### src/pic_cfg.svh
`ifndef PIC_CFG_SVH
`define PIC_CFG_SVH
// register byte addresses
`define PIC_CTRL_ADDR       32'hfffff400
`define PIC_DETECT_ADDR     32'hfffff404
`define PIC_EXTPRI_ADDR     32'hfffff408
`define PIC_EXTREQ_ADDR     32'hfffff40c
`define PIC_MASK_ADDR       32'hfffff410
`define PIC_PERPRI_ADDR     32'hfffff414
`define PIC_TBUS_STAT_ADDR  32'hfffff46c
`define PIC_MOD_STAT_ADDR   32'hfffff494
// control register fields
`define PIC_CTRL_EDGE_BIT   0
`define PIC_CTRL_OVR_BIT    1
`define PIC_CTRL_MAI_BIT    2
`define PIC_CTRL_PEND_BIT   3
`define PIC_CTRL_PIN_BIT    4
// reset values
`define PIC_MASK_RST        11'h7ff
// detection modes per external pin
`define PIC_DET_FALL        2'h0
`define PIC_DET_RISE        2'h1
`define PIC_DET_LOW         2'h2
`define PIC_DET_HIGH        2'h3
// timing and levels
`define PIC_NMI_SUPPRESS_CYC 3'h6
`define PIC_NMI_LEVEL        4'hf
`define PIC_PER_MIN_PRI      5'h02
`define PIC_HANDLER_OFFSET   32'h00000600
`define PIC_CODE_STEP        12'h020
`endif

### src/pic_pkg.sv
package pic_pkg;
  typedef enum logic [1:0] {
    PIC_BUS_IDLE = 2'b01,
    PIC_BUS_ANS  = 2'b10
  } pic_bus_e;
  typedef logic [11:0] pic_code_t;
  typedef logic [3:0]  pic_level_t;
endpackage : pic_pkg

### src/pic_core_if.sv
`timescale 1ns/1ps
`default_nettype none
interface pic_core_if;
  logic                ext_request_latch;
  pic_pkg::pic_level_t intLevel;
  pic_pkg::pic_code_t  intCode;
  logic                intIsNmi;
  logic                intNmiOverride;
  logic                intAck;
  modport ctrl (output ext_request_latch, intLevel, intCode, intIsNmi, intNmiOverride, input intAck);
  modport core (input ext_request_latch, intLevel, intCode, intIsNmi, intNmiOverride, output intAck);
endinterface : pic_core_if
`default_nettype wire

### src/pic_controller.sv
`timescale 1ns/1ps
`default_nettype none
`include "pic_cfg.svh"
module pic_controller #(
  parameter logic [11:0] NMI_CODE  = 12'h1c0,
  parameter logic [11:0] IRQ_CODE0 = 12'h200,
  parameter logic [11:0] PER_CODE0 = 12'h400
) (
  // clock and reset
  input  wire logic         core_clk,
  input  wire logic         rst_b,
  // avalon-mm register slave
  input  wire logic [31:0]  avs_address,
  input  wire logic         avs_read,
  input  wire logic         avs_write,
  input  wire logic [31:0]  avs_writedata,
  input  wire logic [3:0]   avs_byteenable,
  output logic [31:0]       avs_readdata,
  output logic              avs_waitrequest,
  // request sources
  input  wire logic         nmiPin,
  input  wire logic [7:0]   irqPin,
  input  wire logic [2:0]   perReq,
  // link to the core
  pic_core_if.ctrl          core
);
  localparam int NSRC = 11;

  pic_pkg::pic_bus_e busState_q;
  logic [31:0] rdata_q;
  logic [2:0]  ctrl_q;
  logic [15:0] detect_q;
  logic [31:0] extPri_q;
  logic [7:0]  extLatch_q;
  logic [10:0] mask_q;
  logic [14:0] perPri_q;
  logic        nmiPrev_q;
  logic [7:0]  pinPrev_q;
  logic [2:0]  supCnt_q;
  logic        nmiPend_q;
  logic        req_q;
  logic [3:0]  level_q;
  logic [11:0] code_q;
  logic        isNmi_q;

  // bus handshake: one wait cycle, write lands when waitrequest is low
  wire busReq  = avs_read | avs_write;
  wire inAns   = (busState_q == pic_pkg::PIC_BUS_ANS);
  wire wrEn    = avs_write & inAns;
  wire [31:0] beMask = {{8{avs_byteenable[3]}}, {8{avs_byteenable[2]}},
                        {8{avs_byteenable[1]}}, {8{avs_byteenable[0]}}};
  wire [31:0] wd     = avs_writedata & beMask;
  assign avs_waitrequest = busReq & ~inAns;
  assign avs_readdata    = rdata_q;

  // address decode
  wire selCtrl  = (avs_address == `PIC_CTRL_ADDR);
  wire selDet   = (avs_address == `PIC_DETECT_ADDR);
  wire selPri   = (avs_address == `PIC_EXTPRI_ADDR);
  wire selReq   = (avs_address == `PIC_EXTREQ_ADDR);
  wire selMask  = (avs_address == `PIC_MASK_ADDR);
  wire selPer   = (avs_address == `PIC_PERPRI_ADDR);
  wire selTbus  = (avs_address == `PIC_TBUS_STAT_ADDR);
  wire selMod   = (avs_address == `PIC_MOD_STAT_ADDR);

  // read mux, unmapped reads return zero
  wire [31:0] rdMux =
      selCtrl ? {27'h0, nmiPin, nmiPend_q, ctrl_q} :
      selDet  ? {16'h0, detect_q} :
      selPri  ? extPri_q :
      selReq  ? {24'h0, extLatch_q} :
      selMask ? {21'h0, mask_q} :
      selPer  ? {11'h0, perPri_q[14:10], 3'h0, perPri_q[9:5], 3'h0, perPri_q[4:0]} :
      selTbus ? {30'h0, perReq[2:1]} :
      selMod  ? {31'h0, perReq[0]} :
                32'h00000000;

  // merged write values honour byte enables
  wire [2:0]  ctrlNew = (ctrl_q & ~beMask[2:0]) | wd[2:0];
  wire [15:0] detNew  = (detect_q & ~beMask[15:0]) | wd[15:0];
  wire [31:0] priNew  = (extPri_q & ~beMask) | wd;
  wire [10:0] maskNew = (mask_q & ~beMask[10:0]) | wd[10:0];
  wire [14:0] perNew  = {(perPri_q[14:10] & ~beMask[20:16]) | wd[20:16],
                         (perPri_q[9:5] & ~beMask[12:8]) | wd[12:8],
                         (perPri_q[4:0] & ~beMask[4:0]) | wd[4:0]};
  wire edgeChg = wrEn & selCtrl & (ctrlNew[`PIC_CTRL_EDGE_BIT] != ctrl_q[`PIC_CTRL_EDGE_BIT]);
  wire [7:0] reqClr = (wrEn & selReq) ? wd[7:0] : 8'h00;

  // bus state and read capture
  always_ff @(posedge core_clk or negedge rst_b) begin
    if (!rst_b) begin
      busState_q <= pic_pkg::PIC_BUS_IDLE;
      rdata_q    <= 32'h00000000;
    end else if (inAns) begin
      busState_q <= pic_pkg::PIC_BUS_IDLE;
    end else if (busReq) begin
      busState_q <= pic_pkg::PIC_BUS_ANS;
      rdata_q    <= avs_read ? rdMux : 32'h00000000;
    end
  end

  // software registers; reset leaves every source but the nmi masked
  always_ff @(posedge core_clk or negedge rst_b) begin
    if (!rst_b) begin
      ctrl_q   <= 3'h0;
      detect_q <= 16'h0000;
      extPri_q <= 32'h00000000;
      mask_q   <= `PIC_MASK_RST;
      perPri_q <= 15'h0000;
    end else if (wrEn) begin
      if (selCtrl) ctrl_q <= ctrlNew;
      if (selDet)  detect_q <= detNew;
      if (selPri)  extPri_q <= priNew;
      if (selMask) mask_q <= maskNew;
      if (selPer)  perPri_q <= perNew;
    end
  end

  // nmi edge detection with a guard window after edge-select changes
  wire nmiRise = nmiPin & ~nmiPrev_q;
  wire nmiFall = ~nmiPin & nmiPrev_q;
  wire nmiHit  = (ctrl_q[`PIC_CTRL_EDGE_BIT] ? nmiRise : nmiFall) & (supCnt_q == 3'h0) & ~edgeChg;
  wire nmiAck  = core.intAck & isNmi_q;
  wire nmiLive = nmiPend_q & ~nmiAck;

  // pending nmi: a new edge in the ack cycle is kept
  always_ff @(posedge core_clk or negedge rst_b) begin
    if (!rst_b) begin
      nmiPrev_q <= 1'b0;
      supCnt_q  <= 3'h0;
      nmiPend_q <= 1'b0;
    end else begin
      nmiPrev_q <= nmiPin;
      if (edgeChg) supCnt_q <= `PIC_NMI_SUPPRESS_CYC;
      else if (supCnt_q != 3'h0) supCnt_q <= supCnt_q - 3'h1;
      nmiPend_q <= nmiHit | (nmiPend_q & ~nmiAck);
    end
  end

  // per-pin detection and latching; set beats software clear
  logic [7:0] pinHit;
  genvar g;
  generate
    for (g = 0; g < 8; g++) begin : gPin
      wire [1:0] mode = detect_q[2*g+1:2*g];
      assign pinHit[g] = (mode == `PIC_DET_FALL) ? (~irqPin[g] & pinPrev_q[g]) :
                         (mode == `PIC_DET_RISE) ? (irqPin[g] & ~pinPrev_q[g]) :
                         (mode == `PIC_DET_LOW)  ? ~irqPin[g] :
                                                   irqPin[g];
    end
  endgenerate

  always_ff @(posedge core_clk or negedge rst_b) begin
    if (!rst_b) begin
      pinPrev_q  <= 8'h00;
      extLatch_q <= 8'h00;
    end else begin
      pinPrev_q  <= irqPin;
      extLatch_q <= pinHit | (extLatch_q & ~reqClr);
    end
  end

  // candidate keys: five-bit compare, pins sit at odd keys of their level
  logic [NSRC-1:0] candOk;
  logic [4:0]      candKey [NSRC];
  generate
    for (g = 0; g < NSRC; g++) begin : gCand
      if (g < 8) begin : gExt
        wire [3:0] lvl = extPri_q[4*g+3:4*g];
        assign candKey[g] = {lvl, 1'b1};
        assign candOk[g]  = extLatch_q[g] & ~mask_q[g] & (lvl != 4'h0);
      end else begin : gPer
        assign candKey[g] = perPri_q[5*(g-8)+4:5*(g-8)];
        assign candOk[g]  = perReq[g-8] & ~mask_q[g] & (candKey[g] >= `PIC_PER_MIN_PRI);
      end
    end
  endgenerate

  // winner search; lower index wins ties as the fixed order
  logic       found;
  logic [4:0] bestKey;
  logic [3:0] bestIdx;
  always_comb begin
    found   = 1'b0;
    bestKey = 5'h00;
    bestIdx = 4'h0;
    for (int k = NSRC - 1; k >= 0; k--) begin
      if (candOk[k] && (!found || candKey[k] >= bestKey)) begin
        found   = 1'b1;
        bestKey = candKey[k];
        bestIdx = 4'(k);
      end
    end
  end

  // unique code per source
  wire [11:0] genCode = (bestIdx < 4'h8) ? IRQ_CODE0 + 12'(bestIdx) * `PIC_CODE_STEP
                                         : PER_CODE0 + 12'(bestIdx - 4'h8) * `PIC_CODE_STEP;
  // mask-all: only an edge-born nmi gets through while the pin is low
  wire blockAll = ctrl_q[`PIC_CTRL_MAI_BIT] & ~nmiPin;

  // presented request, rebuilt every cycle from the live state
  always_ff @(posedge core_clk or negedge rst_b) begin
    if (!rst_b) begin
      req_q   <= 1'b0;
      level_q <= 4'h0;
      code_q  <= 12'h000;
      isNmi_q <= 1'b0;
    end else if (nmiLive) begin
      req_q   <= 1'b1;
      level_q <= `PIC_NMI_LEVEL;
      code_q  <= NMI_CODE;
      isNmi_q <= 1'b1;
    end else begin
      req_q   <= found & ~blockAll;
      level_q <= (found & ~blockAll) ? bestKey[4:1] : 4'h0;
      code_q  <= genCode;
      isNmi_q <= 1'b0;
    end
  end

  assign core.ext_request_latch         = req_q;
  assign core.intLevel       = level_q;
  assign core.intCode        = code_q;
  assign core.intIsNmi       = isNmi_q;
  assign core.intNmiOverride = ctrl_q[`PIC_CTRL_OVR_BIT];
endmodule : pic_controller
`default_nettype wire

### src/flat_wrapper.sv
// flat-port wrapper written by rule: the top's interface ports become plain ports
module pic_controller_flat 
#(
  parameter logic [11:0] NMI_CODE  = 12'h1c0,
  parameter logic [11:0] IRQ_CODE0 = 12'h200,
  parameter logic [11:0] PER_CODE0 = 12'h400
)
  (core_clk, rst_b, avs_address, avs_read, avs_write, avs_writedata, avs_byteenable, avs_readdata, avs_waitrequest, nmiPin, irqPin, perReq, core_ext_request_latch, core_intLevel, core_intCode, core_intIsNmi, core_intNmiOverride, core_intAck);
  pic_core_if core_i ();
  input  wire logic core_clk;
  input  wire logic rst_b;
  input  wire logic [31:0] avs_address;
  input  wire logic avs_read;
  input  wire logic avs_write;
  input  wire logic [31:0] avs_writedata;
  input  wire logic [3:0] avs_byteenable;
  output logic [31:0] avs_readdata;
  output logic avs_waitrequest;
  input  wire logic nmiPin;
  input  wire logic [7:0] irqPin;
  input  wire logic [2:0] perReq;
  output wire logic [$bits(core_i.ext_request_latch)-1:0] core_ext_request_latch;
  output wire logic [$bits(core_i.intLevel)-1:0] core_intLevel;
  output wire logic [$bits(core_i.intCode)-1:0] core_intCode;
  output wire logic [$bits(core_i.intIsNmi)-1:0] core_intIsNmi;
  output wire logic [$bits(core_i.intNmiOverride)-1:0] core_intNmiOverride;
  input wire logic [$bits(core_i.intAck)-1:0] core_intAck;
  assign core_ext_request_latch = core_i.ext_request_latch;
  assign core_intLevel = core_i.intLevel;
  assign core_intCode = core_i.intCode;
  assign core_intIsNmi = core_i.intIsNmi;
  assign core_intNmiOverride = core_i.intNmiOverride;
  assign core_i.intAck = core_intAck;
  pic_controller #(.NMI_CODE(NMI_CODE), .IRQ_CODE0(IRQ_CODE0), .PER_CODE0(PER_CODE0)) u_core (.core_clk(core_clk), .rst_b(rst_b), .avs_address(avs_address), .avs_read(avs_read), .avs_write(avs_write), .avs_writedata(avs_writedata), .avs_byteenable(avs_byteenable), .avs_readdata(avs_readdata), .avs_waitrequest(avs_waitrequest), .nmiPin(nmiPin), .irqPin(irqPin), .perReq(perReq), .core(core_i));
endmodule
### config.mk
export PLATFORM = sky130hd
export DESIGN_NAME = pic_controller_flat
export DESIGN_NICKNAME = d
export VERILOG_FILES = /design/src/pic_pkg.sv /design/src/pic_core_if.sv /design/src/pic_controller.sv /design/src/flat_wrapper.sv
export VERILOG_INCLUDE_DIRS = /design/src
export SDC_FILE = /design/constraint.sdc
export NUM_CORES = 1
export LEC_CHECK = 0
export BUFFER_PORTS_ARGS = -buffer_cell sky130_fd_sc_hd__buf_4
export CAP_MARGIN = 20
export CORE_MARGIN = 3
export CORE_UTILIZATION = 52
export DETAILED_ROUTE_END_ITERATION = 6
export GPL_TIMING_DRIVEN = 0
export PLACE_DENSITY = 0.81
export SYNTH_ARGS = -nofsm -noshare
export SYNTH_HDL_FRONTEND = slang
export SYNTH_SLANG_ARGS = --single-unit
### constraint.sdc
create_clock -name core_clk -period 15.96 [get_ports core_clk]
set_input_delay 0 -clock core_clk [delete_from_list [all_inputs] [get_ports core_clk]]
set_output_delay 0 -clock core_clk [all_outputs]
set_load 0.05 [all_outputs]
* Word level (Yosys, flattened, before mapping)
Index checks and enable logic that the tools add are counted.
** Operators by class
- Bitwise logic cells :: 111
- Divide/modulo/power cells :: 0
- Shift operators :: 0
- $mul :: 0
- Eq/ne operators :: 26
- Add/sub/neg operators :: 4
- Muxes and demuxes :: 78
- Order comparisons :: 14
- Reduce and logical (&&, ||, !) cells :: 56
** Operators with widths (count)
- equality test 32 bit (second input constant) :: 8
- 2-to-1 mux 32 bit :: 8
- bitwise AND 32 bit :: 2
- 2-to-1 mux 5 bit :: 11
- 2-to-1 mux 4 bit :: 13
- bitwise AND 1 bit :: 51
- >= comparator 5 bit :: 10
- 2-to-1 mux 1 bit :: 39
- NOT 1 bit :: 33
- NOT 32 bit :: 1
- OR 32 bit :: 1
- nonzero test 4 bit :: 8
- 2-to-1 mux 12 bit :: 2
- equality test 2 bit (second input constant) :: 9
- bitwise AND 16 bit :: 1
- equality test 2 x 1 -> 1 bit (second input constant) :: 8
- logical NOT 2 bit :: 8
- NOT 16 bit :: 1
- OR 16 bit :: 1
- bitwise AND 5 bit :: 3
- >= comparator 5 x 2 -> 1 bit (second input constant) :: 3
- NOT 5 bit :: 3
- OR 5 bit :: 3
- adder 11 x 12 -> 12 bit (first input constant) :: 1
- 25 further kinds :: 61
** Word-level totals
- Word-level logic and storage cells :: 305
- Bits of input ports :: 85
- RAM bits :: 0
- Register bits after elaboration :: 150
- Bits in read-only memories :: 0
- Latch bits :: 0
- Memories kept :: 0
- Output and inout bits :: 52

* Logic depth before layout (Yosys ltp)
Gate-level depths: netlist of the first run.
- Word-level depth :: 48
- Depth in mapped cells :: 84
- Mapped depth without buffers :: 81

* Worst setup path before layout of the first run
No wires, ideal clock.
- Path type :: reg-to-reg
- From :: register with a tool-made name
- To :: register u_core.level_q[1], in the netlist u_core.core.intLevel[1]
- Cell stages (with the launch flop) :: 81
- Period minus slack after synthesis :: 16225 ps
- Arrival time :: 16103 ps
- Path slack :: -265 ps
- Cells stage by stage :: dfrtp_1 > or4_4 > and3_1 > ha_1 > nand2b_1 > a31oi_1 > o211a_1 > nor2_1 > o21ai_0 > inv_1 > ha_1 > a21oi_1 > o21ai_0 > a311o_1 > nand2_1 > mux2i_1 > ha_1 > nand3_1 > (+45 left out) > nand2b_1 > a21oi_1 > o211ai_1 > nor3_2 > a311oi_2 > buf_2 > nor2_1 > a21oi_1 > ha_1 > nor2b_1 > o21ai_0 > nand2b_1 > a21oi_1 > nand2_1 > o21bai_1 > a22oi_1 > a21o_1 > o221a_2
** RTL lines
- to (signal assigned) :: line pic_controller.sv:211 : level_q <= `PIC_NMI_LEVEL;
- to (signal assigned) :: line pic_controller.sv:216 : level_q <= (found & ~blockAll) ? bestKey[4:1] : 4'h0;
- to (decl) :: line pic_controller.sv:42 : logic [3:0] level_q;

==> reports/metrics.yaml, run 1 <==
cts:
  cts_buffers: 17
  h-tree-depth: 4
  clockBufferDepth: 2
  cts_sinks: 143
  cts-root-buf: "clkbuf_16"
  clk_latency_ns: 0.44
  cts_tree: "built"
  clk_pin_slew_ns: 0.06
sta:
  post-route-period-util: 1.04
  period_needed_ns: 16.57
  max_clock_freq_mhz: 60.3
  worst_pin_slew_ns: 1.44
  setup_violations: 9
  rsz0062_at_grt: "yes"
  setup_ws_ns: -0.613
  skew_ns: 0.00987
  max_slew_margin: 0.0410
  tns_ns: -4.63
  slew_violations: 0
  hold_violations: 0
power:
  p_total_uw: 962
  irDropWorstVdd_v: 0.0000678
  cellPowerDensity_nw_per_um2: 81.7
  p_leak_nw: 5.36
critical_path:
  end_kind: "flop"
  cp_slowest_cell: "or4_4"
  r2r_end: "u_core.core.intLevel[3]"
  cp_max_fo: 7
  worst_ep_arrival_time_ns: 16.89
  reg2reg_depth: 83
  critPathMaxStageDelay_ns: 0.54
  reg2reg_slack_ns: -0.61
  cpMostUsedCell: "a21oi_2"
  worstPathRequired_ns: 16.28
  worst_setup_path_start_kind: "flop"
  path_class: "reg2reg"
layout:
  multi_input_area_um2: 5170
  antenna_cells: 0
  instances_no_fill: 1290
  syn2layout_area_growth_pct: 43.7
  final_core_util: 0.769
  fill_cells: 936
  final_cell_mix: "183 x buf_4, 131 x dfrtp_1, 116 x nand2_1"
  final_common_cell: "buf_4"
  fin_nets: 1193
  ff_latch_area_um2: 3590
  drive_gt1_frac: 0.389
global_route:
  use_met1: 0.392
  antenna_found_initial: 0
  busiest_layer: "met2"
  grt_pass1_vias: 7433
  grt_max_degree: 84
  grt_pass1_wl_mm: 40.2
  grt-ovfl-total: 0
  grtUsageTotal: 0.293
  met2_usage: 0.466
  use_met3: 0.0693
floorplan:
  die_h_um: 132
  core_area_um2: 15300
  dieWidth_um: 132
  dieArea_um2: 17300
  rows: 45
  start_util: 0.535
  io_pins: 137
run_status:
  violations: "negative setup slack"
  status: "complete, but fails checks"
drt:
  wl_per_cell_um: 23.3
  totalWireLength_mm: 30.1
  route.detailed.drc: 0
  num_vias: 8249
  firstDrtPassIters: 7
  drt-initial-drc-count: 1021
  detail-route-antenna-nets: 0
  via_per_inst: 6.39
synthesis:
  avgSynthCellArea_um2: 10.1
  yosysSeqAreaShare: 0.439
  ys_ff_latch: 143
  yosysUniqueCellTypes: 74
  synth_edf_count: 0
  yosys_most_used_dff: "dfrtp_1"
  yosysWarnings: 0
  synth_cells: 815
  syn_area_um2: 8190
  async_flop_share: 1.00
place:
  routabilityCongestion: 0.944
  numPortBuffers: 129
  dpl.hpwl_mm: 18.2
  placed_cells: 1162
worst_hold_path:
  hp-start: "avs_byteenable[3]"
  hp-class: "in2reg"
  worstHoldPathCells: 3
run:
  drv_cap: 0
[area by class of cell]
class / instances / area share
Clock inverter: 11 / 0.0140
Inverter: 33 / 0.0107
Multi-Input combinational cell: 616 / 0.439
Buffer: 28 / 0.0125
Tap cell: 211 / 0.0224
Timing Repair Buffer: 227 / 0.157
Sequential cell: 143 / 0.305
Clock buffer: 21 / 0.0391
[synthesized netlist by cell type, types with 3 or more instances]
cell type / number / area, µm²
a211o_1: 4 / 35.0
a211oi_1: 4 / 30.0
a21boi_0: 3 / 22.5
a21o_1: 11 / 82.6
a21oi_1: 30 / 150
a221oi_1: 7 / 61.3
a222oi_1: 9 / 90.1
a22o_1: 15 / 131
a22oi_1: 11 / 82.6
a31oi_1: 8 / 50.1
a32oi_1: 3 / 26.3
and2_1: 10 / 62.6
and3_1: 6 / 37.5
and3b_1: 3 / 26.3
buf_4: 7 / 52.6
clkbuf_1: 19 / 71.3
dfrtp_1: 131 / 3280
dfstp_2: 12 / 315
ha_1: 42 / 526
inv_1: 33 / 124
mux2_2: 65 / 732
mux2_4: 3 / 45.0
mux2i_1: 10 / 100
nand2_1: 120 / 450
nand2b_1: 9 / 56.3
nand3_1: 9 / 45.0
nand3b_1: 8 / 60.1
nand4_1: 9 / 56.3
nor2_1: 37 / 139
nor2b_1: 13 / 81.3
nor3_1: 7 / 35.0
nor4_1: 7 / 43.8
o211ai_1: 4 / 30.0
o21ai_0: 60 / 300
o21bai_1: 4 / 30.0
o221a_2: 3 / 33.8
o31ai_1: 3 / 22.5
or2_2: 3 / 18.8
or3_1: 3 / 18.8
or4_1: 9 / 67.6
xnor2_1: 9 / 78.8
xor2_1: 9 / 78.8
[how the worst max path moves through the flow]
| stage | endpoint | slack [ns] | cells after the start |
|---|---|---|---|
| CTS | u_core.core.intCode[7] | 0.03 | 82 |
| global route | u_core.core.intLevel[3] | -0.94 | 85 |
| global placement | u_core.core.intLevel[3] | -2.30 | 82 |
| detailed placement | u_core.core.intCode[7] | -2.53 | 82 |
| floorplan | u_core.core.intLevel[1] | 0.03 | 81 |
| finish | u_core.core.intLevel[3] | -0.61 | 83 |
[worst max-delay path: cells and delay by family, from the launching register on]
family | cells | cell delay [ns]
adders and majority gates | 10 | 2.69
AOI/OAI and AO/OA | 40 | 7.70
muxes | 5 | 1.64
and+or+nand+nor | 21 | 3.15
buffers and inverters | 7 | 0.84
DFF | 1 | 0.39
[per-layer routing]
| layer | vias to the layer above | share of wire |
|---|---|---|
| met5 | - | 0 |
| met4 | 0 | 0.060 |
| met3 | 184 | 0.098 |
| met2 | 617 | 0.46 |
| met1 | 3936 | 0.38 |
| li1 | 3512 | - |
[power breakdown]
group / total, mW / switching (mW) / internal (mW)
logic: 0.154 / 0.105 / 0.0493
registers: 0.381 / 0.00539 / 0.375
clock network: 0.427 / 0.158 / 0.269
[repair_timing]
item | CTS | global route
hold buffers | 42 | 0
gates resized for setup | 49 | 107
hold endpoints to repair | 156 | 0
endpoints found under the setup margin | 9 | 9
pin swaps | 23 | 61
setup buffers | 27 | 26
[cell families (layout without fill, tap and decap cells)]
group | after synthesis | count (layout) | share of synthesized area
and+or+nand+nor | 266 | 266 | 0.161
AOI/OAI and AO/OA | 206 | 206 | 0.178
DFF | 143 | 143 | 0.439
muxes | 78 | 78 | 0.107
buffers and inverters | 61 | 320 | 0.0315
adders and majority gates | 42 | 42 | 0.0641
xor gates and xnor gates | 18 | 18 | 0.0192
other | 1 | 6 | 0.000458
[through the flow]
stage	worst slack, ns	hold slack (ns)	instance area [µm²]
2_1_floorplan	0.0328	-0.296	8230
3_3_place_gp	-2.30	0.128	9460
3_5_place_dp	-2.53	0.0202	9500
4_1_cts	0.0281	0.0136	11000
5_1_grt	-0.941	0.0372	11800
6_report	-0.613	0.0161	11800
No activity file was read; power rests on OpenSTA's default activity.
==> run 2, diff against run 1 <==
--- a/config.mk
+++ b/config.mk
@@ -13,6 +13,8 @@
 export DETAILED_ROUTE_END_ITERATION = 6
 export GPL_TIMING_DRIVEN = 0
 export PLACE_DENSITY = 0.81
+export RECOVER_POWER = 25
 export SYNTH_ARGS = -nofsm -noshare
 export SYNTH_HDL_FRONTEND = slang
 export SYNTH_SLANG_ARGS = --single-unit
+export TNS_END_PERCENT = 20
==> constraint.sdc (replaced) <==
create_clock -name core_clk -period 14.4 [get_ports core_clk]
set_input_delay 0 -clock core_clk [delete_from_list [all_inputs] [get_ports core_clk]]
set_output_delay 0 -clock core_clk [all_outputs]
set_load 0.05 [all_outputs]
==> reports/metrics.yaml, run 2 (synthesis results as in run 1) <==
critical_path:
  crit_buf_inv: 6  # was 7
  reg2reg_slack_ns: -1.81  # was -0.61 ns
  cp_max_fo: 6  # was 7
  cp_slowest_cell: "or4_4"  # unchanged
  cpMostUsedCell: "ha_4"  # was a21oi_2
  critPathMaxStageDelay_ns: 0.55  # was 0.54 ns
  worst_ep_arrival_time_ns: 16.53  # was 16.89 ns
  worstPathRequired_ns: 14.71  # was 16.28 ns
  worst_setup_path_start_kind: "flop"  # unchanged
  cp_top_family: "compound AO/OA/AOI/OAI gates"  # unchanged
  path_class: "reg2reg"  # unchanged
  end_kind: "flop"  # unchanged
sta:
  slew_violations: 152  # was 0
  skew_ns: 0.0134  # was 0.00987 ns
  hold_ws_ns: 0.0596  # was 0.0161 ns
  setup_ws_ns: -1.81  # was -0.613 ns
  rsz0062_at_grt: "yes"  # unchanged
  post-route-period-util: 1.13  # was 1.04
  max_clock_freq_mhz: 61.7  # was 60.3 MHz
  max_slew_margin: -2.11  # was 0.0410
  setup_violations: 9  # unchanged
  worst_pin_slew_ns: 4.66  # was 1.44 ns
  period_needed_ns: 16.21  # was 16.57 ns
  hold_violations: 0  # unchanged
drt:
  route.detailed.drc: 1  # was 0
  detail-route-antenna-nets: 0  # unchanged
  num_vias: 8466  # was 8,249
  totalWireLength_mm: 30.8  # was 30.1 mm
  firstDrtPassIters: 7  # unchanged
  via_per_inst: 6.51  # was 6.39
  wl_per_cell_um: 23.7  # was 23.3 µm
  drt-initial-drc-count: 1369  # was 1,021
place:
  pre_cts_slack_ns: -2.86  # was -2.53 ns
  numPortBuffers: 129  # unchanged
  routabilityCongestion: 0.952  # was 0.944
  dpl_cell_area_um2: 9680  # was 9500 µm²
  dpl.hpwl_mm: 18.5  # was 18.2 mm
power:
  p_leak_nw: 5.27  # was 5.36 nW
  p_seq_frac: 0.402  # was 0.396
  comb_power_share: 0.159  # was 0.161
  cellPowerDensity_nw_per_um2: 90.2  # was 81.7 nW/µm²
  internal_power_uw: 741  # was 694 µW
  irDropWorstVdd_v: 0.000102  # was 0.0000678 V
  switchingPower_uw: 309  # was 268 µW
  p_sw_frac: 0.295  # was 0.279
  clock_power_share: 0.439  # was 0.444
  p_total_mw: 1.05  # was 962 µW
layout:
  final_common_cell: "buf_4"  # unchanged
  drive_gt1_frac: 0.373  # was 0.389
  final_cell_mix: "175 x buf_4, 129 x dfrtp_1, 115 x nand2_1"  # was 183 x buf_4, 131 x dfrtp_1, 116 x nand2_1
  ff_latch_area_um2: 3600  # was 3590 µm²
  multi_input_area_um2: 5080  # was 5170 µm²
  fin_area_um2: 11600  # was 11,800 µm²
  final_core_util: 0.760  # was 0.769
  syn2layout_area_growth_pct: 42.0  # was 43.7%
  fill_cells: 967  # was 936
  fin_nets: 1202  # was 1,193
global_route:
  grt_pass1_wl_mm: 44.2  # was 40.2 mm
  grt_max_degree: 92  # was 84
  antenna_found_initial: 0  # unchanged
  grtUsageTotal: 0.325  # was 0.293
  grt-ovfl-total: 0  # unchanged
  grt_pass1_vias: 8107  # was 7,433
cts:
  cts_buffers: 17  # unchanged
  h-tree-depth: 4  # unchanged
  cts_tree: "built"  # unchanged
  cts-root-buf: "clkbuf_16"  # unchanged
  clk_latency_ns: 0.44  # about the same
  cts_sinks: 143  # unchanged
  clk_pin_slew_ns: 0.07  # was 0.06 ns
  clockBufferDepth: 2  # unchanged
floorplan:
  core_area_um2: 15300  # unchanged
  die_h_um: 132  # unchanged
  dieWidth_um: 132  # unchanged
  start_util: 0.535  # unchanged
  io_pins: 137  # unchanged
  dieArea_um2: 17300  # unchanged
  rows: 45  # unchanged
run:
  drv_cap: 2  # was 0
worst_hold_path:
  hp-class: "in2reg"  # unchanged
run_status:
  violations: "design-rule violations, max-capacitance violations, max-slew violations, negative setup slack"  # was negative setup slack
  status: "complete, but fails checks"  # unchanged
## run 2: changes by cell type in the layout (fill, tap and decap cells not counted), sizes merged
| cell | delta |
|---|---|
| clkinv | -2 |
| bufinv | -1 |
| buf | -12 |
| diode | +1 |
| clkinvlp | +3 |
| clkbuf | +20 |
| inv | +1 |
## run 2: cell type report
cell class / count / share of cell area
clock inverter: 12 / 0.0138
buffer: 28 / 0.0128
sequential: 143 / 0.309
tap: 211 / 0.0227
clock buffer: 20 / 0.0384
antenna: 1 / 0.000215
multi-input combinational: 616 / 0.437
timing repair buffer: 236 / 0.156
inverter: 33 / 0.0106
## run 2: repair_timing
item / 4_1_cts / 5_1_grt
endpoints found under the hold margin: 149 / 0
gates resized for setup: 67 / 41
endpoints found under the setup margin: 9 / 9
setup buffers: 42 / 20
hold buffers: 42 / 0
pin swaps: 54 / 60
## run 2: through the flow
| step | TNS, ns | std cells |
|---|---|---|
| 2_1_floorplan | -5.03 | 820 |
| 3_3_place_gp | -22.01 | 1160 |
| 3_5_place_dp | -24.39 | 1162 |
| 4_1_cts | -8.87 | 1278 |
| 5_1_grt | -18.00 | 1299 |
| 6_report | -15.37 | 1300 |
## run 2: power by group through the flow
stage	Combinational [mW]	Clock (mW)	Sequential, mW
2_1_floorplan	0.0539	0	0.457
3_3_place_gp	0.154	0	0.429
3_5_place_dp	0.157	0	0.429
4_1_cts	0.169	0.457	0.422
5_1_grt	0.175	0.477	0.423
6_report	0.167	0.461	0.422
## run 2: path summary, 6_finish.rpt
kind | to | start | cells past startpoint
max | u_core.core.intLevel[2] | flop | 81
min | flop | avs_byteenable[3] | 3
max reg2reg | u_core.core.intLevel[2] | flop | 81
min reg2reg | u_core.avs_readdata[14] | u_core.avs_readdata[14] | 2
max in group asynchronous | asynchronous set/reset pin | rst_b | 3
min in group asynchronous | asynchronous set/reset pin | rst_b | 2
## run 2: worst reg2reg max path, delay by kind of cell (launching register included)
family,cells,cell delay (ns)
buf+inv,6,0.90
fa+ha+maj,10,2.67
mux,7,2.25
compound gates,39,7.42
flops,1,0.42
simple gates,19,2.46
## run 2: routing by layer
metal | wire length [µm] | GRT usage
met1 | 11100 | 0.420
met4 | 1920 | 0.146
met2 | 13900 | 0.513
met5 | 0 | 0
met3 | 3820 | 0.0888
